--- src/pwc_pkg.sv ---
// constants shared by the pwm channel block
package pwc_pkg;

  // ----------------------------------------
  // widths
  // ----------------------------------------
  localparam int CNT_W  = 8;
  localparam int ADDR_W = 5;
  localparam int DATA_W = 32;

  // ----------------------------------------
  // register byte offsets
  // ----------------------------------------
  localparam logic [ADDR_W-1:0] OFF_CTRL    = 5'h00;
  localparam logic [ADDR_W-1:0] OFF_PERIOD  = 5'h04;
  localparam logic [ADDR_W-1:0] OFF_DUTY    = 5'h08;
  localparam logic [ADDR_W-1:0] OFF_COUNT   = 5'h0c;
  localparam logic [ADDR_W-1:0] OFF_STATUS  = 5'h10;
  localparam logic [ADDR_W-1:0] OFF_ACT_PER = 5'h14;
  localparam logic [ADDR_W-1:0] OFF_ACT_DTY = 5'h18;
  localparam logic [ADDR_W-1:0] OFF_PRESC   = 5'h1c;

  // ----------------------------------------
  // field positions
  // ----------------------------------------
  localparam int CTRL_EN_BIT    = 0;
  localparam int CTRL_ALIGN_BIT = 1;
  localparam int CTRL_POL_BIT   = 2;
  localparam int STAT_OUT_BIT   = 0;
  localparam int STAT_UP_BIT    = 1;
  localparam int STAT_PEND_BIT  = 2;

  // ----------------------------------------
  // reset values
  // ----------------------------------------
  localparam logic [2:0]       CTRL_RST  = 3'h0;
  localparam logic [CNT_W-1:0] PER_RST   = 8'hff;
  localparam logic [CNT_W-1:0] DUTY_RST  = 8'h00;
  localparam logic [CNT_W-1:0] PRESC_RST = 8'h00;

endpackage

--- src/pwc_tick_if.sv ---
// interface between the channel and its selected-clock divider
`timescale 1ns/10ps
interface pwc_tick_if;
  logic [pwc_pkg::CNT_W-1:0] limit;
  logic                      tick;

  modport src (
    input  limit,
    output tick
  );
  modport user (
    output limit,
    input  tick
  );
endinterface

--- src/pwc_channel.sv ---
// one pwm channel: counter, left-aligned output and register slave
`timescale 1ns/10ps
// What this block does
// - counter reads are free and never disturb count or operation
// - any counter write with byte lane 0 enabled clears count, sets up, loads buffers, output from polarity
// - with enable bit low the counter holds its value
// - on re-enable the counter resumes from the value it holds
// - disabled and period written zero: counter clears on next selected tick
// - counter write while enabled restarts the period at once
// - alignment-select bit clear picks left-aligned output
// - left-aligned mode counts upward only, eight bits wide
// - count equal to active duty toggles the output flip-flop
// - count reaching active period resets counter, output, loads buffers
// - count runs zero to period minus one, then starts again
module pwc_channel #(
  parameter int CNT_W = pwc_pkg::CNT_W
) (
  // clock and reset
  input  wire logic                       ref_clk_i,
  input  wire logic                       rst_b_i,
  // avalon-mm slave
  input  wire logic [pwc_pkg::ADDR_W-1:0] avs_address_i,
  input  wire logic                       avs_read_i,
  input  wire logic                       avs_write_i,
  input  wire logic [pwc_pkg::DATA_W-1:0] avs_writedata_i,
  input  wire logic [3:0]                 avs_byteenable_i,
  output logic      [pwc_pkg::DATA_W-1:0] avs_readdata_o,
  output logic                            avs_waitrequest_o,
  // waveform
  output logic                            pwm_o
);

  // ----------------------------------------
  // reset release
  // ----------------------------------------
  logic rst_q1;
  logic rst_n;

  always_ff @(posedge ref_clk_i or negedge rst_b_i) begin
    if (!rst_b_i) begin
      rst_q1 <= 1'b0;
      rst_n  <= 1'b0;
    end else begin
      rst_q1 <= 1'b1;
      rst_n  <= rst_q1;
    end
  end

  // ----------------------------------------
  // state
  // ----------------------------------------
  logic [2:0]       ctrl;
  logic [CNT_W-1:0] per_buf;
  logic [CNT_W-1:0] duty_buf;
  logic [CNT_W-1:0] presc;
  logic             wait_q;
  logic [31:0]      rdata_q;
  logic [CNT_W-1:0] cnt;
  logic [CNT_W-1:0] per_act;
  logic [CNT_W-1:0] duty_act;
  logic             out_q;
  logic             dir_up;
  logic             clr_pend;

  logic [2:0]       next_ctrl;
  logic [CNT_W-1:0] next_per_buf;
  logic [CNT_W-1:0] next_duty_buf;
  logic [CNT_W-1:0] next_presc;
  logic             next_wait_q;
  logic [31:0]      next_rdata_q;
  logic [CNT_W-1:0] next_cnt;
  logic [CNT_W-1:0] next_per_act;
  logic [CNT_W-1:0] next_duty_act;
  logic             next_out_q;
  logic             next_dir_up;
  logic             next_clr_pend;

  logic             req;
  logic             wr_take;
  logic             rd_take;
  logic             cnt_wr;
  logic             per_zero_wr;
  logic             enable;
  logic             align_center;
  logic             polarity;
  logic             run;
  logic             wrap;
  logic [CNT_W:0]   cnt_inc;

  // ----------------------------------------
  // selected clock divider
  // ----------------------------------------
  pwc_tick_if tk ();

  assign tk.limit = presc;

  pwc_tick_div #(
    .DIV_W (CNT_W)
  ) u_div (
    .ref_clk_i (ref_clk_i),
    .rst_b_i   (rst_n),
    .tk        (tk.src)
  );

  // ----------------------------------------
  // bus decode
  // ----------------------------------------
  assign req          = avs_read_i | avs_write_i;
  assign wr_take      = avs_write_i & ~wait_q & avs_byteenable_i[0];
  assign rd_take      = avs_read_i & wait_q;
  assign cnt_wr       = wr_take & (avs_address_i[4:2] == pwc_pkg::OFF_COUNT[4:2]);
  assign per_zero_wr  = wr_take & (avs_address_i[4:2] == pwc_pkg::OFF_PERIOD[4:2])
                        & (avs_writedata_i[CNT_W-1:0] == '0);
  assign enable       = ctrl[pwc_pkg::CTRL_EN_BIT];
  assign align_center = ctrl[pwc_pkg::CTRL_ALIGN_BIT];
  assign polarity     = ctrl[pwc_pkg::CTRL_POL_BIT];

  // ----------------------------------------
  // registers and bus answer
  // ----------------------------------------
  always_comb begin
    next_ctrl     = ctrl;
    next_per_buf  = per_buf;
    next_duty_buf = duty_buf;
    next_presc    = presc;
    next_wait_q   = ~(req & wait_q);
    next_rdata_q  = rdata_q;
    if (wr_take) begin
      case (avs_address_i[4:2])
        pwc_pkg::OFF_CTRL[4:2]:   next_ctrl     = avs_writedata_i[2:0];
        pwc_pkg::OFF_PERIOD[4:2]: next_per_buf  = avs_writedata_i[CNT_W-1:0];
        pwc_pkg::OFF_DUTY[4:2]:   next_duty_buf = avs_writedata_i[CNT_W-1:0];
        pwc_pkg::OFF_PRESC[4:2]:  next_presc    = avs_writedata_i[CNT_W-1:0];
        default:                  next_ctrl     = ctrl;
      endcase
    end
    if (rd_take) begin
      next_rdata_q = '0;
      case (avs_address_i[4:2])
        pwc_pkg::OFF_CTRL[4:2]:    next_rdata_q[2:0]       = ctrl;
        pwc_pkg::OFF_PERIOD[4:2]:  next_rdata_q[CNT_W-1:0] = per_buf;
        pwc_pkg::OFF_DUTY[4:2]:    next_rdata_q[CNT_W-1:0] = duty_buf;
        pwc_pkg::OFF_COUNT[4:2]:   next_rdata_q[CNT_W-1:0] = cnt;
        pwc_pkg::OFF_STATUS[4:2]: begin
          next_rdata_q[pwc_pkg::STAT_OUT_BIT]  = out_q;
          next_rdata_q[pwc_pkg::STAT_UP_BIT]   = dir_up;
          next_rdata_q[pwc_pkg::STAT_PEND_BIT] = clr_pend;
        end
        pwc_pkg::OFF_ACT_PER[4:2]: next_rdata_q[CNT_W-1:0] = per_act;
        pwc_pkg::OFF_ACT_DTY[4:2]: next_rdata_q[CNT_W-1:0] = duty_act;
        pwc_pkg::OFF_PRESC[4:2]:   next_rdata_q[CNT_W-1:0] = presc;
        default:                   next_rdata_q            = '0;
      endcase
    end
  end

  always_ff @(posedge ref_clk_i or negedge rst_n) begin
    if (!rst_n) begin
      ctrl     <= pwc_pkg::CTRL_RST;
      per_buf  <= pwc_pkg::PER_RST;
      duty_buf <= pwc_pkg::DUTY_RST;
      presc    <= pwc_pkg::PRESC_RST;
      wait_q   <= 1'b1;
      rdata_q  <= '0;
    end else begin
      ctrl     <= next_ctrl;
      per_buf  <= next_per_buf;
      duty_buf <= next_duty_buf;
      presc    <= next_presc;
      wait_q   <= next_wait_q;
      rdata_q  <= next_rdata_q;
    end
  end

  // ----------------------------------------
  // channel counter and output flip-flop
  // ----------------------------------------
  assign run     = tk.tick & enable & ~align_center & ~clr_pend;
  assign cnt_inc = {1'b0, cnt} + {{CNT_W{1'b0}}, 1'b1};
  assign wrap    = run & ((cnt_inc == {1'b0, per_act}) | (per_act == '0));

  always_comb begin
    next_cnt      = cnt;
    next_per_act  = per_act;
    next_duty_act = duty_act;
    next_out_q    = out_q;
    next_dir_up   = dir_up;
    next_clr_pend = clr_pend;
    if (per_zero_wr & ~enable) begin
      next_clr_pend = 1'b1;
    end
    if (cnt_wr) begin
      next_cnt      = '0;
      next_dir_up   = 1'b1;
      next_per_act  = per_buf;
      next_duty_act = duty_buf;
      next_out_q    = polarity;
      next_clr_pend = 1'b0;
    end else if (tk.tick & clr_pend) begin
      next_cnt      = '0;
      next_clr_pend = per_zero_wr & ~enable;
    end else if (wrap) begin
      next_cnt      = '0;
      next_per_act  = per_buf;
      next_duty_act = duty_buf;
      next_out_q    = polarity;
    end else if (run) begin
      next_cnt = cnt_inc[CNT_W-1:0];
      if (cnt_inc[CNT_W-1:0] == duty_act) begin
        next_out_q = ~out_q;
      end
    end
  end

  always_ff @(posedge ref_clk_i or negedge rst_n) begin
    if (!rst_n) begin
      cnt      <= '0;
      per_act  <= pwc_pkg::PER_RST;
      duty_act <= pwc_pkg::DUTY_RST;
      out_q    <= 1'b0;
      dir_up   <= 1'b1;
      clr_pend <= 1'b0;
    end else begin
      cnt      <= next_cnt;
      per_act  <= next_per_act;
      duty_act <= next_duty_act;
      out_q    <= next_out_q;
      dir_up   <= next_dir_up;
      clr_pend <= next_clr_pend;
    end
  end

  assign avs_readdata_o    = rdata_q;
  assign avs_waitrequest_o = wait_q;
  assign pwm_o             = out_q;

  // ----------------------------------------
  // checks
  // ----------------------------------------
  chk_read_quiet:
    assert property (@(posedge ref_clk_i) disable iff (!rst_n)
      (rd_take && !tk.tick && !cnt_wr) |=> (cnt == $past(cnt)) && (rdata_q[CNT_W-1:0]
        == $past(cnt) || $past(avs_address_i[4:2]) != pwc_pkg::OFF_COUNT[4:2]))
    else $error("counter read disturbed the count");

  chk_write_clears:
    assert property (@(posedge ref_clk_i) disable iff (!rst_n)
      cnt_wr |=> (cnt == '0) && dir_up && (per_act == $past(per_buf))
                 && (duty_act == $past(duty_buf)))
    else $error("counter write did not clear and load");

  chk_disabled_hold:
    assert property (@(posedge ref_clk_i) disable iff (!rst_n)
      (!enable && !cnt_wr && !clr_pend) |=> $stable(cnt))
    else $error("disabled counter moved");

  chk_resume_step:
    assert property (@(posedge ref_clk_i) disable iff (!rst_n)
      (run && !wrap && !cnt_wr) |=> (cnt == $past(cnt) + 8'h01))
    else $error("enabled counter did not step by one");

  chk_zero_period:
    assert property (@(posedge ref_clk_i) disable iff (!rst_n)
      (per_zero_wr && !enable && !cnt_wr) |=> clr_pend)
    else $error("zero period write did not arm the counter clear");

  chk_pend_clear:
    assert property (@(posedge ref_clk_i) disable iff (!rst_n)
      (clr_pend && tk.tick && !cnt_wr) |=> (cnt == '0))
    else $error("pending clear did not zero the counter on the tick");

  chk_restart_out:
    assert property (@(posedge ref_clk_i) disable iff (!rst_n)
      cnt_wr |=> (out_q == $past(polarity)))
    else $error("counter write did not set output from polarity");

  chk_center_hold:
    assert property (@(posedge ref_clk_i) disable iff (!rst_n)
      (align_center && !cnt_wr && !clr_pend) |=> $stable(cnt))
    else $error("counter ran with left alignment not selected");

  chk_duty_toggle:
    assert property (@(posedge ref_clk_i) disable iff (!rst_n)
      (run && !wrap && !cnt_wr && cnt_inc[CNT_W-1:0] == duty_act) |=> (out_q != $past(out_q)))
    else $error("duty match did not toggle output");

  chk_period_wrap:
    assert property (@(posedge ref_clk_i) disable iff (!rst_n)
      (wrap && !cnt_wr) |=> (cnt == '0) && (out_q == $past(polarity))
                            && (per_act == $past(per_buf)))
    else $error("period match did not restart the cycle");

  chk_no_tick_hold:
    assert property (@(posedge ref_clk_i) disable iff (!rst_n)
      (!tk.tick && !cnt_wr) |=> $stable(cnt))
    else $error("counter moved between ticks");

endmodule

--- src/pwc_tick_div.sv ---
// divider that makes the channel's selected clock as an enable pulse
`timescale 1ns/10ps
module pwc_tick_div #(
  parameter int DIV_W = pwc_pkg::CNT_W
) (
  // clock and reset
  input  wire logic ref_clk_i,
  input  wire logic rst_b_i,
  // tick link
  pwc_tick_if.src   tk
);

  logic [DIV_W-1:0] div_cnt;
  logic [DIV_W-1:0] next_div_cnt;
  logic             tick_q;
  logic             next_tick_q;

  // ----------------------------------------
  // divide by limit plus one
  // ----------------------------------------
  always_comb begin
    next_div_cnt = div_cnt + {{(DIV_W-1){1'b0}}, 1'b1};
    next_tick_q  = 1'b0;
    if (div_cnt >= tk.limit) begin
      next_div_cnt = '0;
      next_tick_q  = 1'b1;
    end
  end

  always_ff @(posedge ref_clk_i or negedge rst_b_i) begin
    if (!rst_b_i) begin
      div_cnt <= '0;
      tick_q  <= 1'b0;
    end else begin
      div_cnt <= next_div_cnt;
      tick_q  <= next_tick_q;
    end
  end

  assign tk.tick = tick_q;

endmodule

--- config.mk ---
export PLATFORM = sky130hd
export DESIGN_NAME = pwc_channel
export DESIGN_NICKNAME = d
export VERILOG_FILES = /design/src/pwc_pkg.sv /design/src/pwc_tick_if.sv /design/src/pwc_channel.sv /design/src/pwc_tick_div.sv
export SDC_FILE = /design/constraint.sdc
export NUM_CORES = 1
export LEC_CHECK = 0
export ABC_CLOCK_PERIOD_IN_PS = 2600
export CORE_MARGIN = 2
export CORE_UTILIZATION = 65
export CTS_BUF_LIST = sky130_fd_sc_hd__clkbuf_8
export DETAILED_ROUTE_END_ITERATION = 12
export DONT_BUFFER_PORTS = 1
export MAX_ROUTING_LAYER = met4
export PLACE_DENSITY = 0.91
export SLEW_MARGIN = 20
export SYNTH_ARGS = -nofsm -noshare
export SYNTH_HDL_FRONTEND = slang
export SYNTH_SLANG_ARGS = --single-unit
export TNS_END_PERCENT = 1
--- constraint.sdc ---
create_clock -name ref_clk_i -period 2.6 [get_ports ref_clk_i]
set_input_delay 0 -clock ref_clk_i [delete_from_list [all_inputs] [get_ports ref_clk_i]]
set_output_delay 0 -clock ref_clk_i [all_outputs]
set_load 0.005 [all_outputs]
Word-level counts from Yosys, hierarchy flattened --
Cells that the tools add are included.
Storage, ports and cells: input bits 45, flip-flop bits (word level) 73, word-level logic and storage cells 85, output and inout bits 34
Operators by class: equality and inequality tests 10, mux-type cells 22, bitwise gates (word level) 21, $lt $le $gt $ge 1, reduce and logical (&&, ||, !) cells 14, add/sub/neg operators 2
Operator list (count):
- 2-to-1 mux 8 bit | 11
- one-hot mux 5 bit (6 select lines) | 1
- one-hot mux 3 bit (8 select lines) | 1
- logical NOT 8 bit | 2
- bitwise AND 1 bit | 13
- == test 3 bit (second input constant) | 4
- AND reduction 2 bit | 5
- adder 8 x 1 -> 9 bit (second input constant) | 1
- == test 9 x 8 -> 1 bit | 1
- 2-to-1 mux 1 bit | 9
- nonzero test 3 bit | 3
- adder 8 x 1 -> 8 bit (second input constant) | 1
- == test 8 bit | 1
- greater-or-equal comparator 8 bit | 1
- == test 3 x 2 -> 1 bit (second input constant) | 2
- NOT 1 bit | 6
- nonzero test 4 bit | 1
- == test 3 x 1 -> 1 bit (second input constant) | 1
- logical NOT 3 bit | 1
- AND reduction 3 bit | 1
- inequality test 2 bit (second input constant) | 1
- OR 1 bit | 2
- nonzero test 2 bit | 1

Depth between registers and ports, before layout --
depth in word-level cells 9, depth in mapped cells 9, depth with buffers taken out 9

Modules after synthesis --
From an unflattened synthesis, not the netlist that was laid out.
Unflattened totals: cells, all modules 394, area, all modules 4386.7 um2
By module, submodules not included:
- pwc_channel | instances 1, seq. area each 1622.8 um2, area an instance 3806.2 um2, cells an instance 339
- pwc_tick_div | instances 1, seq. area each 225.2 um2, area an instance 580.6 um2, cells an instance 55

Least setup slack after synthesis --
Ideal clock, no wire load.
path kind reg-to-reg, start register cnt[1], end register duty_act[4], clock period less this slack 2.422 ns, data required time 2.475 ns, arrival time 2.297 ns, path buffers 1, slack 0.178 ns, cell stages (with the launch flop) 10, library setup time 0.125 ns, cell sequence dfrtp_1 > ha_1 > inv_1 > o221ai_1 > a32o_1 > nor4_4 > a21oi_4 > nor2_8 > buf_12 > mux2_4
Between the ends: cells in the longest elaborated chain, start to end 6
Ends and longest elaborated chain:
- start: declaration | RTL line pwc_channel.sv:58 | logic [CNT_W-1:0] cnt;
- start signal: assignment | RTL line pwc_channel.sv:224 | cnt <= next_cnt;
- adder 8 x 1 -> 9 bit | RTL line pwc_channel.sv:179 | assign cnt_inc = {1'b0, cnt} + {{CNT_W{1'b0}}, 1'b1};
- == test 9 x 8 -> 1 bit | RTL line pwc_channel.sv:180 | assign wrap = run & ((cnt_inc == {1'b0, per_act}) | (per_act == '0));
- OR 1 bit | RTL line pwc_channel.sv:180
- bitwise AND 1 bit | RTL line pwc_channel.sv:180
- nonzero test 2 bit (no line)
- AND reduction 2 bit (no line)
- end signal: assignment | RTL line pwc_channel.sv:219 | duty_act <= pwc_pkg::DUTY_RST;
- end signal: assignment | RTL line pwc_channel.sv:226 | duty_act <= next_duty_act;
- end: declaration | RTL line pwc_channel.sv:60 | logic [CNT_W-1:0] duty_act;
No other way between the ends. A chain may end at the register's enable or synchronous reset.

Worst setup path in the final report --
start register cnt[0], end register cnt[6]
Between the ends: cells in the longest elaborated chain, start to end 7, elaborated cells between the ends (all ways) 9, those cells by class add/sub (1); eq/ne (1); mux (4); bitwise (2); reduce/logical (1)
Ends and longest elaborated chain:
- adder 8 x 1 -> 9 bit * | RTL line pwc_channel.sv:179
- == test 9 x 8 -> 1 bit | RTL line pwc_channel.sv:180
- OR 1 bit | RTL line pwc_channel.sv:180
- bitwise AND 1 bit | RTL line pwc_channel.sv:180
- 2-to-1 mux 8 bit | RTL line pwc_channel.sv:202 | end else if (wrap) begin
- 2-to-1 mux 8 bit | RTL line pwc_channel.sv:199 | end else if (tk.tick & clr_pend) begin
- 2-to-1 mux 8 bit | RTL line pwc_channel.sv:192 | if (cnt_wr) begin
Mark *: on every way between the ends. The rest lies on a longest branch, timed or not. The select of a mux whose other input is x is not followed.

==> results.json <==
{
  "status": "finished with violations",
  "violations": "negative hold slack",
  "nFillCells": 370,
  "p_per_area_nw_per_um2": 932,
  "fmax_ghz": 0.396,
  "yosys_warnings": 0,
  "dr_total_vias": 3182,
  "die_area_sq_um": 7220,
  "crit_path_max_fanout": 5,
  "fin_hold_ws_ns": -0.00636,
  "diodes": 0,
  "synthTopCellsByArea": "dfrtp_1 (33%), dfstp_2 (10%), mux2_2 (8.7%)",
  "final.setup.tns_ns": 0,
  "finalNonFillerCells": 486,
  "grt_max_degree": 69,
  "die_x_microns": 85.0,
  "cts_max_level": 3,
  "synth_top_area_cell": "dfrtp_1",
  "seq_area_frac_synth_pct": 43.4,
  "via_per_inst": 6.55,
  "cap_violations": 0,
  "critical_path_class": "reg -> reg",
  "cellInternalPower_mw": 2.76,
  "syn_area_per_cell_sq_um": 11.0,
  "layout_commonest_cell": "dfrtp_1",
  "synth_enable_flop_cells": 0,
  "synthFlopType": "dfrtp_1",
  "synth_top_area_share_pct": 32.9,
  "grt_overflow": 0,
  "die_h_microns": 85.0,
  "cts_root_buf": "clkbuf_8",
  "syn_to_final_growth_pct": 9.04,
  "dp.cells": 452,
  "multi_input_area_sq_um": 2170,
  "cts_buffers": 9,
  "start_kind": "register",
  "portBuffers": 0,
  "synth_area_sq_um": 4260,
  "clkLatencyLatePin_ns": 0.36,
  "grt_usage_pct": 31.9,
  "seqPwrFrac_pct": 43.1,
  "grt_antenna_before_repair": 0,
  "core_area_sq_um": 6350,
  "pwr-share-comb_pct": 34.0,
  "finalHoldViolCount": 1,
  "leakage_nw": 2.11,
  "dr.pass1.iters": 5,
  "setup_viol": 0,
  "rsz0062_at_grt": "no",
  "grt_pass1_vias": 3184,
  "peakVddDrop_v": 0.000742,
  "crit_required_ns": 2.89,
  "hold_class": "in -> reg",
  "row_count": 29,
  "swShare_pct": 36.2,
  "fin_crit_sh_pct": 97.2,
  "yosysUniqueCellTypes": 61,
  "io_pins": 79,
  "fin_crit_ns": 2.53,
  "routed_wirelength_microns": 10500,
  "routedWlPerCell_microns": 21.6,
  "min_path_cells": 3,
  "total_power_mw": 4.33,
  "slew_viol_final": 0,
  "dp_hpwl_microns": 6420,
  "slew_headroom_pct": 60.1,
  "seq_area_sq_um": 1850,
  "cp-end-kind": "register",
  "fin_skew_ns": 0.0138,
  "reg2regPathDepth": 9,
  "layout_common_cells": "dfrtp_1 (55), mux2_2 (33), nand2_1 (28), conb_1 (25), o21ai_0 (24)",
  "clockBufferDepth": 2,
  "worst_slew_pin_slew_ns": 0.594,
  "crit_arrival_ns": 2.82,
  "initial_core_util_pct": 67.1,
  "drive_gt1_share_pct": 25.4,
  "clock_sinks": 73,
  "synthArstFlopShare_pct": 100,
  "clkPwrFrac_pct": 22.9,
  "syn_inst": 386,
  "clkTransAtPathRegs_ns": 0.08,
  "drt_iter0_markers": 403,
  "grt_pass1_wl_microns": 17000,
  "netSwitchingPower_mw": 1.57,
  "cts_tree": "done",
  "ys_ff_latch": 73,
  "gp_congestion": 0.885,
  "final_nets": 459,
  "route.detailed.drc": 0,
  "drtAntennaViolNets": 0
}
[stage by stage]
stage	utilization [%]	area, sq um	setup WS [ns]
2_1_floorplan	-	4350	0.178
3_3_place_gp	66.6	4230	0.0971
3_5_place_dp	66.6	4230	0.0144
4_1_cts	73.0	4630	0.110
5_1_grt	73.2	4650	0.0252
6_report	73.2	4650	0.0730
[flip-flops by register name, summed over array words and instances (netlist names)]
name and cells:
duty_buf 8, avs_readdata_o 8, presc 8, per_buf 8, duty_act 8, clr_pend 1, u_div.tk.tick 1, pwm_o 1
rst_q1 1, cnt 8, per_act 8, avs_waitrequest_o 1, u_div.div_cnt 8, ctrl 3, rst_n 1
[worst max-delay path, stage by stage, from the launching register on]
cell and delay [ns]:
dfrtp_1 0.39, ha_1 0.29, and3_4 0.22, nor2b_1 0.13, a211oi_1 0.40, nor4_4 0.12
buf_4 0.18, a211o_1 0.34, or3_1 0.32, o21ai_1 0.07
[layer usage]
layer / track usage, % / part of all wire [%] / vias up
met5: - / 0 / -
met4: 15.7 / 4.7 / 0
met3: 6.61 / 8.2 / 50
met2: 51.6 / 51 / 201
met1: 38.0 / 36 / 1569
li1: - / - / 1362
[area by class of cell]
type,instances,share of cell area (%)
Clock buffer,9,2.67
Clock inverter,7,2.02
Inverter,16,1.29
Multi-Input combinational cell,278,46.6
Sequential cell,73,39.8
Tap cell,77,2.07
Timing Repair Buffer,26,5.55
[Yosys cell counts, drive strengths merged, types with 2 or more instances]
master / count
and3: 8
o22ai: 3
nand2: 28
nand4: 2
nor2b: 5
conb: 2
dfstp: 17
nand3b: 3
nor2: 17
mux4: 4
xnor3: 3
inv: 16
nor4: 5
a21o: 4
o21ai: 26
a22o: 2
a2111oi: 2
xor2: 12
a22oi: 5
xnor2: 13
nand3: 10
a21oi: 13
mux2: 43
or3: 3
a211oi: 5
nor3: 4
buf: 34
mux2i: 7
ha: 10
dfrtp: 56
clkbuf: 8
a211o: 2
[cell families (layout without fill, tap and decap cells)]
kind of cell | count (synthesis) | count (layout) | share of synthesized area (%)
XOR/XNOR | 28 | 28 | 6.72
other | 2 | 25 | 0.176
adder cells (fa/ha/maj) | 10 | 10 | 2.94
buffers and inverters | 58 | 58 | 8.16
flip-flops | 73 | 73 | 43.4
AO/OA/AOI/OAI | 70 | 70 | 10.7
AND/OR/NAND/NOR | 91 | 91 | 11.9
multiplexers | 54 | 54 | 16.0
[power by group through the flow]
stage	Combinational, mW	Sequential [mW]	Clock, mW
2_1_floorplan	1.17	1.72	0
3_3_place_gp	1.25	1.82	0
3_5_place_dp	1.32	1.85	0
4_1_cts	1.39	1.84	0.993
5_1_grt	1.59	1.88	1.04
6_report	1.47	1.87	0.992
[final timing paths]
check | startpoint | end | slack, ns
worst max-delay path | cnt[0]$_DFFE_PN0P_ | cnt[6]$_DFFE_PN0P_ | 0.07
worst min-delay path | avs_address_i[3] | avs_readdata_o[1]$_DFFE_PN0P_ | -0.006
worst max register to register | cnt[0]$_DFFE_PN0P_ | cnt[6]$_DFFE_PN0P_ | 0.07
worst min register to register | rst_n$_DFF_PN0_ | u_div.div_cnt[1]$_DFF_PN0_ | 0.07
max in group asynchronous | rst_n$_DFF_PN0_ | per_buf[3]$_DFFE_PN1P_ | 1.93
min in group asynchronous | rst_n$_DFF_PN0_ | u_div.div_cnt[1]$_DFF_PN0_ | 0.07
[timing repair]
action                                  4_1_cts  5_1_grt
setup buffers                                 3        0
endpoints found under the hold margin        39        0
endpoints found under the setup margin        2       10
pin swaps                                     1        0
gates resized for setup                       0        3
hold buffers                                 15        0
Power figures use the tool's default switching activity.
